`config.mk`:
```
export PLATFORM = sky130hd
export DESIGN_NAME = iscu_core
export DESIGN_NICKNAME = d
export VERILOG_FILES = /design/src/iscu_pkg.sv /design/src/iscu_shifter.sv /design/src/iscu_core.sv
export SDC_FILE = /design/constraint.sdc
export NUM_CORES = 1
export LEC_CHECK = 0
export BUFFER_PORTS_ARGS = -buffer_cell sky130_fd_sc_hd__buf_2
export CORE_UTILIZATION = 54
export DETAILED_ROUTE_END_ITERATION = 7
export GPL_TIMING_DRIVEN = 0
export PLACE_DENSITY = 0.81
export SLEW_MARGIN = 20
export SYNTH_ARGS = -nofsm -noshare
export SYNTH_HDL_FRONTEND = slang
export SYNTH_HIERARCHICAL = 1
export SYNTH_SLANG_ARGS = --single-unit
```
`constraint.sdc`:
```
create_clock -name clk -period 2.3 [get_ports clk]
set_input_delay 0.345 -clock clk [delete_from_list [all_inputs] [get_ports clk]]
set_output_delay 0.345 -clock clk [all_outputs]
set_load 0.005 [all_outputs]
```
`src/iscu_pkg.sv`:
```
package iscu_pkg;
  localparam int unsigned REG_WIDTH = 32;
  localparam int unsigned IDX_WIDTH = 5;
  localparam int unsigned IMM_WIDTH = 16;
  localparam int unsigned OP_WIDTH = 3;
  localparam logic [4:0] ZERO_INDEX = 5'h00;
  localparam logic [4:0] SHAMT_IDLE = 5'h00;
  localparam logic [4:0] SHAMT_BREAK = 5'h01;
  localparam logic [31:0] RESULT_RST = 32'h00000000;
  localparam logic [4:0] DEST_RST = 5'h00;

  typedef enum logic [2:0] {
    ISCU_SHIFT_LEFT_FIXED = 3'b000,
    ISCU_SHIFT_LEFT_VARIABLE = 3'b001,
    ISCU_SHIFT_RIGHT_ARITH = 3'b010,
    ISCU_SET_LESS_SIGNED = 3'b011,
    ISCU_SET_LESS_UNSIGNED = 3'b100,
    ISCU_SET_LESS_SIGNED_IMM = 3'b101,
    ISCU_SET_LESS_UNSIGNED_IMM = 3'b110,
    ISCU_OP_NONE = 3'b111
  } iscu_op_t;

  typedef struct packed {
    logic valid;
    iscu_op_t op;
    logic [4:0] first_source_index;
    logic [4:0] second_source_index;
    logic [4:0] dest_index;
    logic [4:0] shift_amount_field;
    logic [15:0] immediate;
    logic [31:0] first_source_data;
    logic [31:0] second_source_data;
  } iscu_req_t;

  typedef struct packed {
    logic write_en;
    logic [4:0] dest_index;
    logic [31:0] data;
    logic no_operation_idiom;
    logic issue_break;
    logic overflow;
  } iscu_rsp_t;
endpackage

```
`src/iscu_shifter.sv`:
```
`timescale 1ns/1ns
module iscu_shifter (
  input wire logic [31:0] word_in,
  input wire logic [4:0] amount,
  input wire logic arith_right,
  output logic [31:0] word_out
);
  always_comb
  begin
    if (arith_right)
    begin
      word_out = $signed(word_in) >>> amount;
    end
    else
    begin
      word_out = word_in << amount;
    end
  end
endmodule // iscu_shifter

```
`src/iscu_core.sv`:
```
`timescale 1ns/1ns
module iscu_core (
  input wire logic clk,
  input wire logic rst,
  input wire logic clk_en,
  input wire iscu_pkg::iscu_req_t req,
  output iscu_pkg::iscu_rsp_t rsp
);
  ////////////////////////////////////////////////////////////////////////////////
  logic [31:0] imm_ext;
  logic [31:0] cmp_b;
  logic [4:0] amount;
  logic arith_right;
  logic [31:0] shifted;
  logic less_signed;
  logic less_unsigned;
  logic is_cmp_signed;
  logic is_cmp_unsigned;
  logic is_shift;
  logic idiom_fixed;
  iscu_pkg::iscu_rsp_t rsp_reg;
  iscu_pkg::iscu_rsp_t rsp_next;

  assign imm_ext = {{(32 - 16){req.immediate[15]}}, req.immediate};
  assign is_cmp_signed = (req.op == iscu_pkg::ISCU_SET_LESS_SIGNED)
    || (req.op == iscu_pkg::ISCU_SET_LESS_SIGNED_IMM);
  assign is_cmp_unsigned = (req.op == iscu_pkg::ISCU_SET_LESS_UNSIGNED)
    || (req.op == iscu_pkg::ISCU_SET_LESS_UNSIGNED_IMM);
  assign is_shift = (req.op == iscu_pkg::ISCU_SHIFT_LEFT_FIXED)
    || (req.op == iscu_pkg::ISCU_SHIFT_LEFT_VARIABLE)
    || (req.op == iscu_pkg::ISCU_SHIFT_RIGHT_ARITH);
  assign cmp_b = ((req.op == iscu_pkg::ISCU_SET_LESS_SIGNED_IMM)
    || (req.op == iscu_pkg::ISCU_SET_LESS_UNSIGNED_IMM)) ? imm_ext : req.second_source_data;
  // Magnitude compare only; no subtract, so no overflow path exists
  assign less_signed = $signed(req.first_source_data) < $signed(cmp_b);
  assign less_unsigned = req.first_source_data < cmp_b;
  assign amount = (req.op == iscu_pkg::ISCU_SHIFT_LEFT_VARIABLE) ?
    req.first_source_data[4:0] : req.shift_amount_field;
  assign arith_right = (req.op == iscu_pkg::ISCU_SHIFT_RIGHT_ARITH);
  assign idiom_fixed = (req.op == iscu_pkg::ISCU_SHIFT_LEFT_FIXED)
    && (req.second_source_index == iscu_pkg::ZERO_INDEX)
    && (req.dest_index == iscu_pkg::ZERO_INDEX);

  iscu_shifter i_iscu_shifter (
    .word_in(req.second_source_data),
    .amount(amount),
    .arith_right(arith_right),
    .word_out(shifted)
  );

  ////////////////////////////////////////////////////////////////////////////////
  always_comb
  begin
    rsp_next = '0;
    rsp_next.dest_index = (req.op == iscu_pkg::ISCU_SET_LESS_SIGNED_IMM)
      || (req.op == iscu_pkg::ISCU_SET_LESS_UNSIGNED_IMM) ?
      req.second_source_index : req.dest_index;
    if (req.valid)
    begin
      if (is_shift)
      begin
        rsp_next.data = shifted;
      end
      else if (is_cmp_signed)
      begin
        rsp_next.data = {31'h00000000, less_signed};
      end
      else if (is_cmp_unsigned)
      begin
        rsp_next.data = {31'h00000000, less_unsigned};
      end
      rsp_next.no_operation_idiom = idiom_fixed
        && ((req.shift_amount_field == iscu_pkg::SHAMT_IDLE)
        || (req.shift_amount_field == iscu_pkg::SHAMT_BREAK));
      rsp_next.issue_break = idiom_fixed
        && (req.shift_amount_field == iscu_pkg::SHAMT_BREAK);
      // Register zero is never written, so it keeps reading zero
      rsp_next.write_en = (is_shift || is_cmp_signed || is_cmp_unsigned)
        && (rsp_next.dest_index != iscu_pkg::ZERO_INDEX);
      rsp_next.overflow = 1'b0;
    end
  end

  always_ff @(posedge clk or posedge rst)
  begin
    if (rst)
    begin
      rsp_reg <= '0;
    end
    else if (clk_en)
    begin
      rsp_reg <= rsp_next;
    end
  end

  assign rsp = rsp_reg;

  ////////////////////////////////////////////////////////////////////////////////
  AST_FIXED_SHIFT_RESULT: assert property (@(posedge clk) disable iff (rst)
    (clk_en && req.valid && req.op == iscu_pkg::ISCU_SHIFT_LEFT_FIXED)
    |=> (rsp.data == ($past(req.second_source_data) << $past(req.shift_amount_field))))
    else $error("fixed left shift result wrong");

  AST_VAR_SHIFT_COUNT: assert property (@(posedge clk) disable iff (rst)
    (clk_en && req.valid && req.op == iscu_pkg::ISCU_SHIFT_LEFT_VARIABLE)
    |=> (rsp.data == ($past(req.second_source_data) << $past(req.first_source_data[4:0]))))
    else $error("variable shift count wrong");

  AST_VAR_SHIFT_ZEROFILL: assert property (@(posedge clk) disable iff (rst)
    (clk_en && req.valid && req.op == iscu_pkg::ISCU_SHIFT_LEFT_VARIABLE
    && req.first_source_data[4:0] != 5'h00) |=> (rsp.data[0] == 1'b0))
    else $error("variable shift low bit not zero");

  AST_SRA_SIGN: assert property (@(posedge clk) disable iff (rst)
    (clk_en && req.valid && req.op == iscu_pkg::ISCU_SHIFT_RIGHT_ARITH)
    |=> (rsp.data[31] == $past(req.second_source_data[31])))
    else $error("arithmetic shift sign lost");

  AST_IDLE_NOWRITE: assert property (@(posedge clk) disable iff (rst)
    (clk_en && req.valid && idiom_fixed && req.shift_amount_field == 5'h00)
    |=> (!rsp.write_en && rsp.no_operation_idiom && !rsp.issue_break))
    else $error("idle idiom not recognised");

  AST_BREAK: assert property (@(posedge clk) disable iff (rst)
    (clk_en && req.valid && idiom_fixed && req.shift_amount_field == 5'h01)
    |=> (!rsp.write_en && rsp.issue_break))
    else $error("issue break idiom not flagged");

  AST_LESS_SIGNED: assert property (@(posedge clk) disable iff (rst)
    (clk_en && req.valid && req.op == iscu_pkg::ISCU_SET_LESS_SIGNED)
    |=> (rsp.data == {31'h00000000,
    $past($signed(req.first_source_data) < $signed(req.second_source_data))}))
    else $error("signed compare wrong");

  AST_NO_OVF: assert property (@(posedge clk) disable iff (rst)
    !rsp.overflow) else $error("overflow raised");

  AST_LESS_SIGNED_IMM_DEST: assert property (@(posedge clk) disable iff (rst)
    (clk_en && req.valid && req.op == iscu_pkg::ISCU_SET_LESS_SIGNED_IMM)
    |=> (rsp.dest_index == $past(req.second_source_index)))
    else $error("immediate compare destination wrong");

  AST_LESS_UNSIGNED_IMM: assert property (@(posedge clk) disable iff (rst)
    (clk_en && req.valid && req.op == iscu_pkg::ISCU_SET_LESS_UNSIGNED_IMM)
    |=> (rsp.data[0] == $past(req.first_source_data < imm_ext)))
    else $error("unsigned immediate compare wrong");

  AST_LESS_UNSIGNED: assert property (@(posedge clk) disable iff (rst)
    (clk_en && req.valid && req.op == iscu_pkg::ISCU_SET_LESS_UNSIGNED)
    |=> (rsp.data == {31'h00000000,
    $past(req.first_source_data < req.second_source_data)}))
    else $error("unsigned compare wrong");

  AST_ZERO_DEST: assert property (@(posedge clk) disable iff (rst)
    rsp.write_en |-> (rsp.dest_index != 5'h00))
    else $error("write to register zero");

  ////////////////////////////////////////////////////////////////////////////////
  // Expectations below are built from the operands, not from the datapath signals
  AST_HOLD_WHEN_FROZEN: assert property (@(posedge clk) disable iff (rst)
    !clk_en |=> $stable(rsp))
    else $error("response moved while clock enable low");

  AST_RESET_CLEAR: assert property (@(posedge clk)
    (rst && $past(rst)) |-> (rsp == '0))
    else $error("response not cleared in reset");

  AST_REFUSE_NONE: assert property (@(posedge clk) disable iff (rst)
    (clk_en && req.valid && req.op == iscu_pkg::ISCU_OP_NONE)
    |=> (!rsp.write_en && rsp.data == 32'h00000000))
    else $error("undefined operation produced a write");

  AST_IDLE_QUIET: assert property (@(posedge clk) disable iff (rst)
    (clk_en && !req.valid)
    |=> (!rsp.write_en && rsp.data == 32'h00000000
    && !rsp.no_operation_idiom && !rsp.issue_break))
    else $error("idle cycle produced a response");

  AST_FIXED_ZERO_PASS: assert property (@(posedge clk) disable iff (rst)
    (clk_en && req.valid && req.op == iscu_pkg::ISCU_SHIFT_LEFT_FIXED
    && req.shift_amount_field == 5'h00)
    |=> (rsp.data == $past(req.second_source_data)))
    else $error("fixed zero shift altered the word");

  AST_VAR_ZERO_PASS: assert property (@(posedge clk) disable iff (rst)
    (clk_en && req.valid && req.op == iscu_pkg::ISCU_SHIFT_LEFT_VARIABLE
    && req.first_source_data[4:0] == 5'h00)
    |=> (rsp.data == $past(req.second_source_data)))
    else $error("variable zero shift altered the word");

  AST_ARITH_ZERO_PASS: assert property (@(posedge clk) disable iff (rst)
    (clk_en && req.valid && req.op == iscu_pkg::ISCU_SHIFT_RIGHT_ARITH
    && req.shift_amount_field == 5'h00)
    |=> (rsp.data == $past(req.second_source_data)))
    else $error("arithmetic zero shift altered the word");

  AST_FIXED_ZEROFILL: assert property (@(posedge clk) disable iff (rst)
    (clk_en && req.valid && req.op == iscu_pkg::ISCU_SHIFT_LEFT_FIXED
    && req.shift_amount_field != 5'h00)
    |=> (rsp.data[0] == 1'b0))
    else $error("fixed shift low bit not zero");

  AST_VAR_HIGH_IGNORED: assert property (@(posedge clk) disable iff (rst)
    (clk_en && req.valid && req.op == iscu_pkg::ISCU_SHIFT_LEFT_VARIABLE
    && req.first_source_data[31:5] != 27'h0000000)
    |=> (rsp.data == ($past(req.second_source_data) << $past(req.first_source_data[4:0]))))
    else $error("variable shift used high count bits");

  AST_ARITH_FILL: assert property (@(posedge clk) disable iff (rst)
    (clk_en && req.valid && req.op == iscu_pkg::ISCU_SHIFT_RIGHT_ARITH
    && req.shift_amount_field != 5'h00)
    |=> (rsp.data[30] == $past(req.second_source_data[31])))
    else $error("arithmetic shift fill wrong");

  AST_ARITH_VALUE: assert property (@(posedge clk) disable iff (rst)
    (clk_en && req.valid && req.op == iscu_pkg::ISCU_SHIFT_RIGHT_ARITH)
    |=> (rsp.data ==
    $past(32'($signed(req.second_source_data) >>> req.shift_amount_field))))
    else $error("arithmetic shift result wrong");

  AST_ARITH_LOW: assert property (@(posedge clk) disable iff (rst)
    (clk_en && req.valid && req.op == iscu_pkg::ISCU_SHIFT_RIGHT_ARITH)
    |=> (rsp.data[0] == $past(req.second_source_data[req.shift_amount_field])))
    else $error("arithmetic shift low bit wrong");

  AST_SHIFT_WRITE: assert property (@(posedge clk) disable iff (rst)
    (clk_en && req.valid && req.dest_index != 5'h00
    && req.op inside {iscu_pkg::ISCU_SHIFT_LEFT_FIXED, iscu_pkg::ISCU_SHIFT_LEFT_VARIABLE,
    iscu_pkg::ISCU_SHIFT_RIGHT_ARITH})
    |=> rsp.write_en)
    else $error("shift result not written");

  AST_SHIFT_DEST: assert property (@(posedge clk) disable iff (rst)
    (clk_en && req.valid && req.op inside {iscu_pkg::ISCU_SHIFT_LEFT_FIXED,
    iscu_pkg::ISCU_SHIFT_LEFT_VARIABLE, iscu_pkg::ISCU_SHIFT_RIGHT_ARITH})
    |=> (rsp.dest_index == $past(req.dest_index)))
    else $error("shift destination wrong");

  AST_REG_CMP_WRITE: assert property (@(posedge clk) disable iff (rst)
    (clk_en && req.valid && req.dest_index != 5'h00 && req.op inside
    {iscu_pkg::ISCU_SET_LESS_SIGNED, iscu_pkg::ISCU_SET_LESS_UNSIGNED})
    |=> (rsp.write_en && rsp.dest_index == $past(req.dest_index)))
    else $error("register compare not written");

  AST_IMM_CMP_WRITE: assert property (@(posedge clk) disable iff (rst)
    (clk_en && req.valid && req.second_source_index != 5'h00 && req.op inside
    {iscu_pkg::ISCU_SET_LESS_SIGNED_IMM, iscu_pkg::ISCU_SET_LESS_UNSIGNED_IMM})
    |=> rsp.write_en)
    else $error("immediate compare not written");

  AST_CMP_ONE_BIT: assert property (@(posedge clk) disable iff (rst)
    (clk_en && req.valid && req.op inside
    {iscu_pkg::ISCU_SET_LESS_SIGNED, iscu_pkg::ISCU_SET_LESS_UNSIGNED,
    iscu_pkg::ISCU_SET_LESS_SIGNED_IMM, iscu_pkg::ISCU_SET_LESS_UNSIGNED_IMM})
    |=> (rsp.data[31:1] == 31'h00000000))
    else $error("compare result not zero extended");

  AST_LESS_SIGNED_IMM: assert property (@(posedge clk) disable iff (rst)
    (clk_en && req.valid && req.op == iscu_pkg::ISCU_SET_LESS_SIGNED_IMM)
    |=> (rsp.data == {31'h00000000, $past($signed(req.first_source_data)
    < $signed({{16{req.immediate[15]}}, req.immediate}))}))
    else $error("signed immediate compare wrong");

  AST_UNSIGNED_IMM_DEST: assert property (@(posedge clk) disable iff (rst)
    (clk_en && req.valid && req.op == iscu_pkg::ISCU_SET_LESS_UNSIGNED_IMM)
    |=> (rsp.dest_index == $past(req.second_source_index)))
    else $error("unsigned immediate destination wrong");

  AST_UNSIGNED_IMM_HIGH: assert property (@(posedge clk) disable iff (rst)
    (clk_en && req.valid && req.op == iscu_pkg::ISCU_SET_LESS_UNSIGNED_IMM
    && req.immediate[15] && req.first_source_data < 32'hFFFF8000)
    |=> (rsp.data == 32'h00000001))
    else $error("negative immediate not treated as large");

  AST_UNSIGNED_IMM_LOW: assert property (@(posedge clk) disable iff (rst)
    (clk_en && req.valid && req.op == iscu_pkg::ISCU_SET_LESS_UNSIGNED_IMM
    && !req.immediate[15] && req.first_source_data[31:15] != 17'h00000)
    |=> (rsp.data == 32'h00000000))
    else $error("small immediate compare wrong");

  AST_SIGNED_NEG_POS: assert property (@(posedge clk) disable iff (rst)
    (clk_en && req.valid && req.op == iscu_pkg::ISCU_SET_LESS_SIGNED
    && req.first_source_data[31] && !req.second_source_data[31])
    |=> (rsp.data == 32'h00000001))
    else $error("negative not below positive");

  AST_UNSIGNED_REG_TOP: assert property (@(posedge clk) disable iff (rst)
    (clk_en && req.valid && req.op == iscu_pkg::ISCU_SET_LESS_UNSIGNED
    && req.first_source_data[31] && !req.second_source_data[31])
    |=> (rsp.data == 32'h00000000))
    else $error("top bit not treated as magnitude");

  AST_BREAK_IS_IDLE: assert property (@(posedge clk) disable iff (rst)
    rsp.issue_break |-> rsp.no_operation_idiom)
    else $error("issue break without idle idiom");

  AST_IDIOM_ONLY_FIXED: assert property (@(posedge clk) disable iff (rst)
    (clk_en && req.valid && req.op != iscu_pkg::ISCU_SHIFT_LEFT_FIXED)
    |=> (!rsp.no_operation_idiom && !rsp.issue_break))
    else $error("idiom flagged on other operation");

  AST_IDIOM_WIDE_SHIFT: assert property (@(posedge clk) disable iff (rst)
    (clk_en && req.valid && req.shift_amount_field > 5'h01)
    |=> (!rsp.no_operation_idiom && !rsp.issue_break))
    else $error("idiom flagged on wide shift");

  AST_IDIOM_NONZERO_REG: assert property (@(posedge clk) disable iff (rst)
    (clk_en && req.valid
    && (req.second_source_index != 5'h00 || req.dest_index != 5'h00))
    |=> !rsp.no_operation_idiom)
    else $error("idiom flagged on live registers");
endmodule // iscu_core

```
==> out/metrics.cfg, run 1 <==
[outcome]
status = complete, but fails checks
violations = negative hold slack, negative setup slack

[clocking]
cts_inserted_buffers = 5
worstSkewPairLatency_ns = 0.29
h-tree-depth = 2
clock_path_buffers = 2
cts_tree = done
root_buffer = clkbuf_16
clock_sinks = 40
clkTransAtPathRegs_ns = 0.06

[place]
gp_congestion = 1.05
place_ws_ns = -1.49
dp_cells = 1054
post-dp-hpwl_mm = 21.5
portBuffers = 138

[sta]
finalCritPeriodShare_pct = 135
clock_skew_ns = 0
fin_crit_ns = 3.11
finalHoldViolCount = 6
tightest_slew_ns = 0.856
setup_viol = 32
timing.fmax_mhz = 321
finalMaxSlewViolations = 0
hold_ws_ns = -0.00755
rsz0062_at_grt = true
relSlewSlack_pct = 42.7
fin_ws_ns = -0.813

[synth]
synth-xor-area-share_pct = 0.132
synth_area_leaders = mux4_2, dfrtp_1, mux2i_1, ha_1, o21ai_0
ys_seq_elements = 40
synth_adder_area_share_pct = 5.86
syn_inst = 768
synth_cell_types = 62
synth.top_cell.area_share_pct = 20.4
synth_compound_area_share_pct = 20.4
yosysWarnings = 6
syn-cell-area_mm2 = 0.00662
synthTopCellsByCount = nand2_1, mux2i_1, o21ai_0, nor2_1, mux4_2
yosys-mux-area-fraction_pct = 36.5
synth_top_family_by_area = multiplexers
synth_area_per_cell_um2 = 8.61
yosysMostFrequentCell = nand2_1
ys_seq_area_share_pct = 15.1
synth_ff_type = dfrtp_1
synthesis.nets = 906
synthSimpleGateAreaFrac_pct = 13.6
synth_top_area_cell = mux4_2
synth_edf_count = 0
async_flop_share_pct = 100

[power]
seqPwrFrac_pct = 18.7
pwr-share-comb_pct = 59.6
irDropWorstVdd_mv = 0.355
p_switching_mw = 1.67
swShare_pct = 40.6
p_clk_share_pct = 21.7
p_leak_nw = 3.93
power_mw = 4.12
power_density_mw_per_mm2 = 458
p_int_mw = 2.45

[routing]
vias = 8326
ant_nets = 0
drcViolationCount = 0
via_per_inst = 7.49
drt_iter0_drc = 1343
wl_per_cell_um = 27.8
drt-pass1-iter-count = 6
wirelength_mm = 31.0

[finish]
largest_register_ffs = 40
fin_cells = 1112
fill_cells = 844
syn_to_final_growth_pct = 35.9
drive_above_1_share_pct = 43.8
seq_area_mm2 = 0.00100
final_nets = 1103
antenna_cells = 0
multi_input_area_mm2 = 0.00565

[floorplan]
core_area_mm2 = 0.0120
initial_core_util_pct = 55.3
io_pins = 148
dieArea_mm2 = 0.0127
rows = 40
dieHeight_um = 113
die_x_um = 113

[flow_run]
cap_violations = 0

[worst_setup_path]
crit_type = input port to register
crit_path_start_kind = input port
critPathRequiredTime_ns = 2.50
endpoint_kind = register
crit_arrival_ns = 3.31
worstPathMaxFanout = 10

[global_routing]
antenna_found_initial = 0
grt_overflow = 0
grt_pass1_vias = 7964
grt_max_degree = 29
grt_pass1_wl_mm = 45.2
grt_use_total_pct = 47.6

[worst_hold_path]
hold_class = input port to asynchronous set/reset pin

[critical path: stages]
cell and delay (ns):
buf_12 0.10, nor3_4 0.31, buf_4 0.19, mux2_2 0.39, buf_4 0.22, buf_4 0.21, clkbuf_4 0.22, nor2_2 0.24
a32o_1 0.16, a31oi_1 0.04, o21ai_1 0.12, nor2_1 0.09, a211oi_1 0.26, a31oi_1 0.06, o21ai_1 0.08, nand3_1 0.10
o22ai_1 0.16
[routing by layer]
layer	routed length, um	track usage [%]	up-vias	part of all wire (%)
li1	-	-	3323	-
met2	13400	75.1	889	43
met3	4270	13.1	294	14
met5	61	0	-	0.20
met1	10400	58.7	3818	34
met4	2740	27.5	2	8.9
[kinds of logic after synthesis]
logic type                 count (synthesis)
xor gates and xnor gates                   1
DFF                                       40
and+or+nand+nor                          204
other                                      1
muxes                                    157
AOI/OAI and AO/OA                        213
adders and majority gates                 31
buffers and inverters                    121
[through the flow]
step / area [um^2] / utilization (%) / hold WS [ns] / setup TNS (ns)
detailed placement: 7610 / 63.6 / 0.309 / -34.00
CTS: 8580 / 71.7 / 0.00355 / -11.18
floorplan: 6710 / - / 0.488 / -11.38
finish: 8990 / 75.2 / -0.00755 / -18.95
global placement: 7590 / 63.4 / 0.505 / -34.91
global route: 8990 / 75.2 / 0.0211 / -20.76
[path summary, 6_finish.rpt]
kind	slack (ns)	from	cells after the start	endpoint
max reg2reg	1.59	rsp[35]	2	rsp[35]
max in group asynchronous	1.85	rst	3	rsp[35]
min in group clk	0.37	req[80]	3	rsp[1]
min reg2reg	0.50	rsp[8]	2	rsp[8]
min	-0.008	rst	2	rsp[10]
max	-0.81	req[102]	17	rsp[3]
[area by class of cell]
class	count	area share [%]
inverters	48	2.03
plain buffers	67	5.61
multi-input cells	607	62.8
repair buffers	196	14.3
well taps	147	2.05
clock buffers	5	1.39
clock inverters	2	0.668
flip-flops and latches	40	11.1
[layout by cell type, fill, tap and decap left out, drive strengths merged, types with 4 or more instances in the layout]
cell,n
a211o,4
a211oi,10
a21o,7
a21oi,49
a221oi,5
a22oi,8
a31oi,6
and2,4
buf,230
clkbuf,38
dfrtp,40
ha,31
inv,48
mux2,25
mux2i,68
mux4,64
nand2,82
nand2b,4
nand3,14
nand4,5
nor2,62
nor3,13
o2111ai,4
o211ai,8
o21a,4
o21ai,66
o22ai,14
o32ai,4
[power by group through the flow]
stage | Sequential [mW] | Clock (mW) | Combinational [mW]
floorplan | 0.782 | 0 | 1.21
global placement | 0.777 | 0 | 1.83
detailed placement | 0.780 | 0 | 1.84
CTS | 0.768 | 0.897 | 2.14
global route | 0.772 | 0.927 | 2.53
finish | 0.768 | 0.895 | 2.46
[repair_timing]
action / in CTS / in global routing
pin swaps: 26 / 32
buffers inserted: 38 / 21
hold buffers: 0 / 0
endpoints found under the setup margin: 32 / 32
resized for setup: 148 / 80
Note: power is estimated with default switching activity, not from simulation.
==> run 2, diff against run 1 <==
--- a/config.mk
+++ b/config.mk
@@ -6,9 +6,11 @@
 export NUM_CORES = 1
 export LEC_CHECK = 0
 export BUFFER_PORTS_ARGS = -buffer_cell sky130_fd_sc_hd__buf_2
+export CORE_MARGIN = 4
 export CORE_UTILIZATION = 54
 export DETAILED_ROUTE_END_ITERATION = 7
 export GPL_TIMING_DRIVEN = 0
+export HOLD_SLACK_MARGIN = 0.1
 export PLACE_DENSITY = 0.81
 export SLEW_MARGIN = 20
 export SYNTH_ARGS = -nofsm -noshare
==> run 2 against run 1 <==
  * Flip-flop and latch count unchanged
  * Largest cell class unchanged
  * Cell count up 0.27%
  * Fmax rose by 3.1%
  * Wire length decreased by 2.1%
  * Sequential share of layout area about the same
  * Cell area rose by 0.39%
  * Clock-buffer cell count is 3 higher
  * Hold slack better by 0.37 ns
  * Clock power decreased by 21%
  * The run ends with negative setup slack left
  * Global-route usage fell by 6.8 points
  * First-iteration DRC count decreased by 2.8%
==> out/metrics.cfg, run 2 (synthesis results as in run 1) <==
[sta]
relSlewSlack_pct = 40.8  ; -2.0 points
fin_crit_ns = 3.02  ; -0.0924 ns
clock_skew_ns = 0  ; unchanged
setup_viol = 32  ; unchanged
fin_ws_ns = -0.721  ; +0.0924 ns
rsz0062_at_grt = true
hold_ws_ns = 0.359  ; +0.366 ns
finalCritPeriodShare_pct = 131  ; -4.0 points
tightest_slew_ns = 0.883  ; +0.0268 ns
finalMaxSlewViolations = 0  ; unchanged
timing.fmax_mhz = 331  ; +3.1%
finalHoldViolCount = 0  ; -6

[clocking]
clock_sinks = 40  ; unchanged
cts_tree = done
clkTransAtPathRegs_ns = 0.06  ; about the same
cts_inserted_buffers = 5  ; unchanged
worstSkewPairLatency_ns = 0.28  ; about the same
root_buffer = clkbuf_16
h-tree-depth = 2  ; unchanged
clock_path_buffers = 2  ; unchanged

[routing]
ant_nets = 0  ; unchanged
drcViolationCount = 0  ; unchanged
via_per_inst = 7.29  ; -2.6%
drt-pass1-iter-count = 6  ; unchanged
vias = 8129  ; -2.4%
drt_iter0_drc = 1306  ; -2.8%
wl_per_cell_um = 27.2  ; -2.4%
wirelength_mm = 30.3  ; -2.1%

[global_routing]
grt_pass1_vias = 7945  ; -0.24%
grt_max_degree = 32  ; +10%
grt_overflow = 0  ; unchanged
grt_use_total_pct = 40.8  ; -6.8 points
grt_pass1_wl_mm = 44.8  ; -0.99%
antenna_found_initial = 0  ; unchanged

[finish]
layout_common_cells = buf_2, nand2_1, mux4_2
final_nets = 1105  ; +0.18%
syn_to_final_growth_pct = 36.4
antenna_cells = 0  ; unchanged
fill_cells = 876  ; +3.8%
fin_cells = 1115  ; +0.27%
drive_above_1_share_pct = 44.5  ; +0.69 points
largest_register_ffs = 40  ; unchanged
final_common_cell = buf_2
final_util_pct = 75.1  ; about the same

[place]
post-dp-hpwl_mm = 21.5  ; about the same
dp_cells = 1054  ; unchanged
portBuffers = 138  ; unchanged
gp_congestion = 1.02  ; -2.5%

[worst_setup_path]
crit_type = input port to register
crit_path_start_kind = input port
critPathRequiredTime_ns = 2.46  ; -0.04 ns
r2r_cells = 2  ; unchanged
endpoint_kind = register
worstPathMaxFanout = 10  ; unchanged
crit_arrival_ns = 3.18  ; -0.13 ns

[floorplan]
dieHeight_um = 119  ; +5.3%
rows = 40  ; unchanged
dieArea_mm2 = 0.0141  ; +11%
die_x_um = 119  ; +5.3%
initial_core_util_pct = 55.1  ; -0.23 points
io_pins = 148  ; unchanged
core_area_mm2 = 0.0120  ; +0.42%

[power]
p_leak_nw = 3.93  ; about the same
irDropWorstVdd_mv = 0.252  ; -29%
power_density_mw_per_mm2 = 436  ; -4.9%

[worst_hold_path]
hold_depth = 3
hold_class = input port to register

[outcome]
status = complete, but fails checks
violations = negative setup slack

[flow_run]
cap_violations = 0  ; unchanged

[run 2: changes by cell type in the layout (fill, tap and decap cells not counted), moves of 3 or more]
| cell | delta |
|---|---|
| nor2_2 | +3 |
| buf_4 | +5 |
| a21oi_2 | +3 |
| nor2_1 | -3 |
| buf_12 | +5 |
| o21ai_0 | +4 |
| o21ai_1 | -3 |
| clkbuf_8 | +3 |
| a21oi_1 | -3 |
| buf_8 | -5 |
| mux2_4 | +3 |
| mux2_2 | -3 |
[run 2: final timing paths]
path | from | end | slack (ns)
setup / recovery | req[101] | rsp[3] | -0.72
min in group asynchronous | rst | rsp[21] | 0.52
hold reg to reg | rsp[11] | rsp[11] | 0.50
setup reg to reg | rsp[35] | rsp[35] | 1.62
max in group asynchronous | rst | rsp[37] | 1.35
hold / removal | req[103] | rsp[3] | 0.36
[run 2: report_power, final]
group          internal (mW)  switching (mW)
Clock                  0.433           0.272
Combinational           1.11            1.35
Sequential             0.745          0.0216
Total                   2.29            1.65
[run 2: what timing repair did]
item                                    4_1_cts  5_1_grt
hold endpoints to repair                      9        0
gates cloned                                  0        0
buffers inserted                             40       20
resized for setup                           191       52
pin swaps                                    45       36
hold buffers                                  1        0
endpoints found under the setup margin       32       32
[run 2: routing by layer]
layer | GRT usage, % | vias up | wire (um)
li1 | - | 3324 | -
met1 | 51.0 | 3693 | 10200
met2 | 62.2 | 860 | 13000
met3 | 12.5 | 252 | 4570
met4 | 24.0 | 0 | 2550
met5 | 0 | - | 0
[run 2: final cells by class]
cell class | instances | area (um^2) | area share [%]
multi-input combinational | 607 | 5670 | 62.8
timing repair buffer | 197 | 1270 | 14.1
sequential | 40 | 1000 | 11.1
buffer | 68 | 574 | 6.36
tap | 147 | 184 | 2.04
inverter | 48 | 183 | 2.02
clock buffer | 8 | 146 | 1.62
[run 2: through the flow]
step                      total power [mW]  setup TNS (ns)  instance area [um^2]  worst slack, ns
after floorplan                       1.99          -11.38                  6710           -0.796
after global placement                2.58          -35.31                  7590            -1.43
after detailed placement              2.60          -35.43                  7610            -1.46
after CTS                             3.67           -8.94                  8720           -0.549
after global routing                  4.06          -18.83                  9030           -0.821
final                                 3.93          -15.66                  9030           -0.721
[run 2: critical path: stages]
cell and delay (ns):
buf_12 0.11, nor3_4 0.30, mux2_4 0.36, buf_12 0.14
buf_8 0.14, mux4_2 0.39, mux2_4 0.32, a32o_1 0.20
a31oi_1 0.16, o21ai_1 0.10, nor2_1 0.16, a211oi_1 0.06
a31oi_1 0.13, o21ai_1 0.08, nand3_1 0.08, o22ai_1 0.08
==> run 3, diff against run 2 <==
--- a/config.mk
+++ b/config.mk
@@ -5,13 +5,14 @@
 export SDC_FILE = /design/constraint.sdc
 export NUM_CORES = 1
 export LEC_CHECK = 0
+export ABC_AREA = 1
 export BUFFER_PORTS_ARGS = -buffer_cell sky130_fd_sc_hd__buf_2
 export CORE_MARGIN = 4
-export CORE_UTILIZATION = 54
+export CORE_UTILIZATION = 50
 export DETAILED_ROUTE_END_ITERATION = 7
 export GPL_TIMING_DRIVEN = 0
 export HOLD_SLACK_MARGIN = 0.1
-export PLACE_DENSITY = 0.81
+export PLACE_DENSITY = 0.79
 export SLEW_MARGIN = 20
 export SYNTH_ARGS = -nofsm -noshare
 export SYNTH_HDL_FRONTEND = slang
==> constraint.sdc (replaced) <==
create_clock -name clk -period 2.45 [get_ports clk]
set_input_delay 0.3675 -clock clk [delete_from_list [all_inputs] [get_ports clk]]
set_output_delay 0.3675 -clock clk [all_outputs]
set_load 0.005 [all_outputs]
==> run 3 against run 2 <==
  * The run still ends with negative setup slack left
  * Non-clock buffer count decreased by 33
  * Sequential power is 6.6% lower
  * Via count grew 9.4%
  * Hold slack worse by 0.27 ns
  * Synthesized cell count is 43% higher
  * Die area rose by 1.2%
  * Clock power up 10%
  * Synthesized area decreased by 6.2%
  * Cell area shrank 14%
  * Highest routed layer unchanged
  * Cell count is 28% higher
  * Wire length fell by 3.1%
==> out/metrics.cfg, run 3 <==
[clocking]
cts_inserted_buffers = 5  ; unchanged
clock_path_buffers = 2  ; unchanged
clkTransAtPathRegs_ns = 0.06  ; about the same
clock_sinks = 40  ; unchanged
h-tree-depth = 2  ; unchanged
postCtsHoldBufs = 0  ; -1
cts_tree = done
worstSkewPairLatency_ns = 0.28  ; about the same
root_buffer = clkbuf_16

[worst_setup_path]
critPathRequiredTime_ns = 2.67  ; +0.21 ns
rrSetupSlack_ns = 1.74  ; +0.12 ns
crit_path_start_kind = input port
crit_type = input port to register
crit_arrival_ns = 2.79  ; -0.39 ns
endpoint_kind = register
worstPathMaxFanout = 6  ; -4

[global_routing]
grt_pass1_wl_mm = 44.5  ; -0.62%
grt_max_degree = 23  ; -28%
grt_use_total_pct = 39.3  ; -1.5 points
grt_overflow = 0  ; unchanged
grt_pass1_vias = 8411  ; +5.9%
antenna_found_initial = 0  ; unchanged

[floorplan]
io_pins = 148  ; unchanged
dieHeight_um = 119  ; +0.62%
initial_core_util_pct = 51.5  ; -3.6 points
core_area_mm2 = 0.0121  ; +0.42%
die_x_um = 119  ; +0.62%
dieArea_mm2 = 0.0143  ; +1.2%
rows = 40  ; unchanged

[synth]
synth_area_leaders = nand3_1, nand2_1, dfrtp_1, ha_1, o21ai_0
synth_edf_count = 0  ; unchanged
syn_inst = 1096  ; +43%
synth_area_per_cell_um2 = 5.66  ; -34%
yosysWarnings = 6  ; unchanged
synth.top_cell.area_share_pct = 29.0  ; +8.5 points
synth_cell_types = 40  ; -35%
synth_top_area_cell = nand3_1
ys_seq_area_share_pct = 16.1  ; +1.0 points
synth_ff_type = dfrtp_1
yosysMostFrequentCell = nand2_1
syn-cell-area_mm2 = 0.00621  ; -6.2%
async_flop_share_pct = 100  ; unchanged
ys_seq_elements = 40  ; unchanged
synthesis.nets = 1234  ; +36%
synthTopCellsByCount = nand2_1, nand3_1, o21ai_0, dfrtp_1, inv_1

[routing]
via_per_inst = 6.23  ; -15%
drt-pass1-iter-count = 6  ; unchanged
drt_iter0_drc = 1263  ; -3.3%
vias = 8893  ; +9.4%
drcViolationCount = 0  ; unchanged
wirelength_mm = 29.4  ; -3.1%
wl_per_cell_um = 20.6  ; -24%
ant_nets = 0  ; unchanged

[sta]
timing.fmax_mhz = 389
rsz0062_at_grt = true
hold_ws_ns = 0.0893  ; -0.269 ns
clock_skew_ns = 0  ; unchanged
finalCritPeriodShare_pct = 105
tightest_slew_ns = 0.670  ; -0.212 ns
fin_ws_ns = -0.123  ; +0.598 ns
finalSetupTns_ns = -0.123  ; +15.54 ns
finalHoldViolCount = 0  ; unchanged
finalMaxSlewViolations = 0  ; unchanged
setup_viol = 1  ; -97%
fin_crit_ns = 2.57
relSlewSlack_pct = 55.3  ; +15 points

[flow_run]
cap_violations = 0  ; unchanged

[place]
gp_congestion = 1.05  ; +2.6%
postPlaceCellArea_mm2 = 0.00716  ; -5.9%
portBuffers = 141  ; +2.2%
post-dp-hpwl_mm = 23.2  ; +7.9%

[finish]
largest_register_ffs = 40  ; unchanged
finalInstanceArea_mm2 = 0.00780  ; -14%
final_common_cell = nand2_1
syn_to_final_growth_pct = 25.7
layout_common_cells = nand2_1, nand3_1, buf_2
final_nets = 1397  ; +26%
fill_cells = 1189  ; +36%
drive_above_1_share_pct = 23.3  ; -21 points
antenna_cells = 0  ; unchanged

[power]
power_mw = 3.32  ; -16%
irDropWorstVdd_mv = 0.237  ; -5.9%
power_density_mw_per_mm2 = 426  ; -2.4%
p_leak_nw = 4.18  ; +6.2%

[outcome]
violations = negative setup slack
status = complete, but fails checks

[worst_hold_path]
hold_class = input port to asynchronous set/reset pin

==> run 3: what timing repair did <==
action | in CTS | in global routing
pin swaps | 8 | 22
endpoints found under the setup margin | 30 | 32
resized for setup | 24 | 82
cloned | 0 | 1
setup buffers | 8 | 8
==> run 3: layout make-up <==
cell class                      count  area, um^2  share of cell area, %
Sequential cell                    40        1000                   12.8
Clock buffer                        6         139                   1.78
Inverter                           47         209                   2.68
Timing Repair Buffer              159         936                   12.0
Multi-Input combinational cell    933        4810                   61.7
Tap cell                          168         210                   2.69
Buffer                             73         458                   5.87
Clock inverter                      2        38.8                  0.497
==> run 3: cells by family (layout without fill, tap and decap cells) <==
group                      after synthesis  count (layout)  share of synthesized area (%)
DFF                                     40              40                           16.1
muxes                                   18              18                           2.98
and+or+nand+nor                        784             784                           56.8
AOI/OAI and AO/OA                       99              99                           8.31
other                                    1               1                         0.0604
buffers and inverters                  123             287                           9.44
adders and majority gates               31              31                           6.25
==> run 3: path summary, 6_finish.rpt <==
kind,start,endpoint,cells after the start
min in group clk,req[80],rsp[1],3
setup / recovery,req[101],rsp[3],20
setup reg to reg,rsp[16],rsp[16],2
max in group asynchronous,rst,rsp[38],3
hold reg to reg,rsp[28],rsp[28],2
hold / removal,rst,rsp[5],2
==> run 3: per-layer routing <==
layer	global-route usage, %	part of all wire, %
met1	51.3	38
met2	62.3	44
met3	7.17	12
met4	19.5	5.8
met5	0	0
==> run 3: report_power, final <==
group / internal (mW) / leakage, nW / switching, mW
clock: 0.510 / 0.0871 / 0.266
combinational: 0.624 / 3.55 / 1.20
sequential: 0.698 / 0.540 / 0.0184
==> run 3: through the flow <==
stage          instances  utilization [%]  worst slack [ns]
3_3_place_gp        1405             59.1            -0.659
3_5_place_dp        1406             59.4            -0.719
5_1_grt             1428             64.7            -0.214
4_1_cts             1419             61.7           -0.0755
6_report            1428             64.7            -0.123
2_1_floorplan       1096                -           0.00426
==> run 3: worst max-delay path, cell delays in order <==
cell	delay, ns
buf_12	0.10
inv_8	0.04
nand2_4	0.08
nand3_4	0.13
buf_8	0.18
buf_12	0.13
mux2i_1	0.11
ha_1	0.32
a21oi_1	0.12
nand3b_1	0.13
a21oi_2	0.06
nor4_1	0.22
nand2_1	0.15
nand2_2	0.14
nand2_1	0.10
nand2_1	0.09
nand3_1	0.09
nand2_2	0.10
nand2_1	0.05
nand2_1	0.04
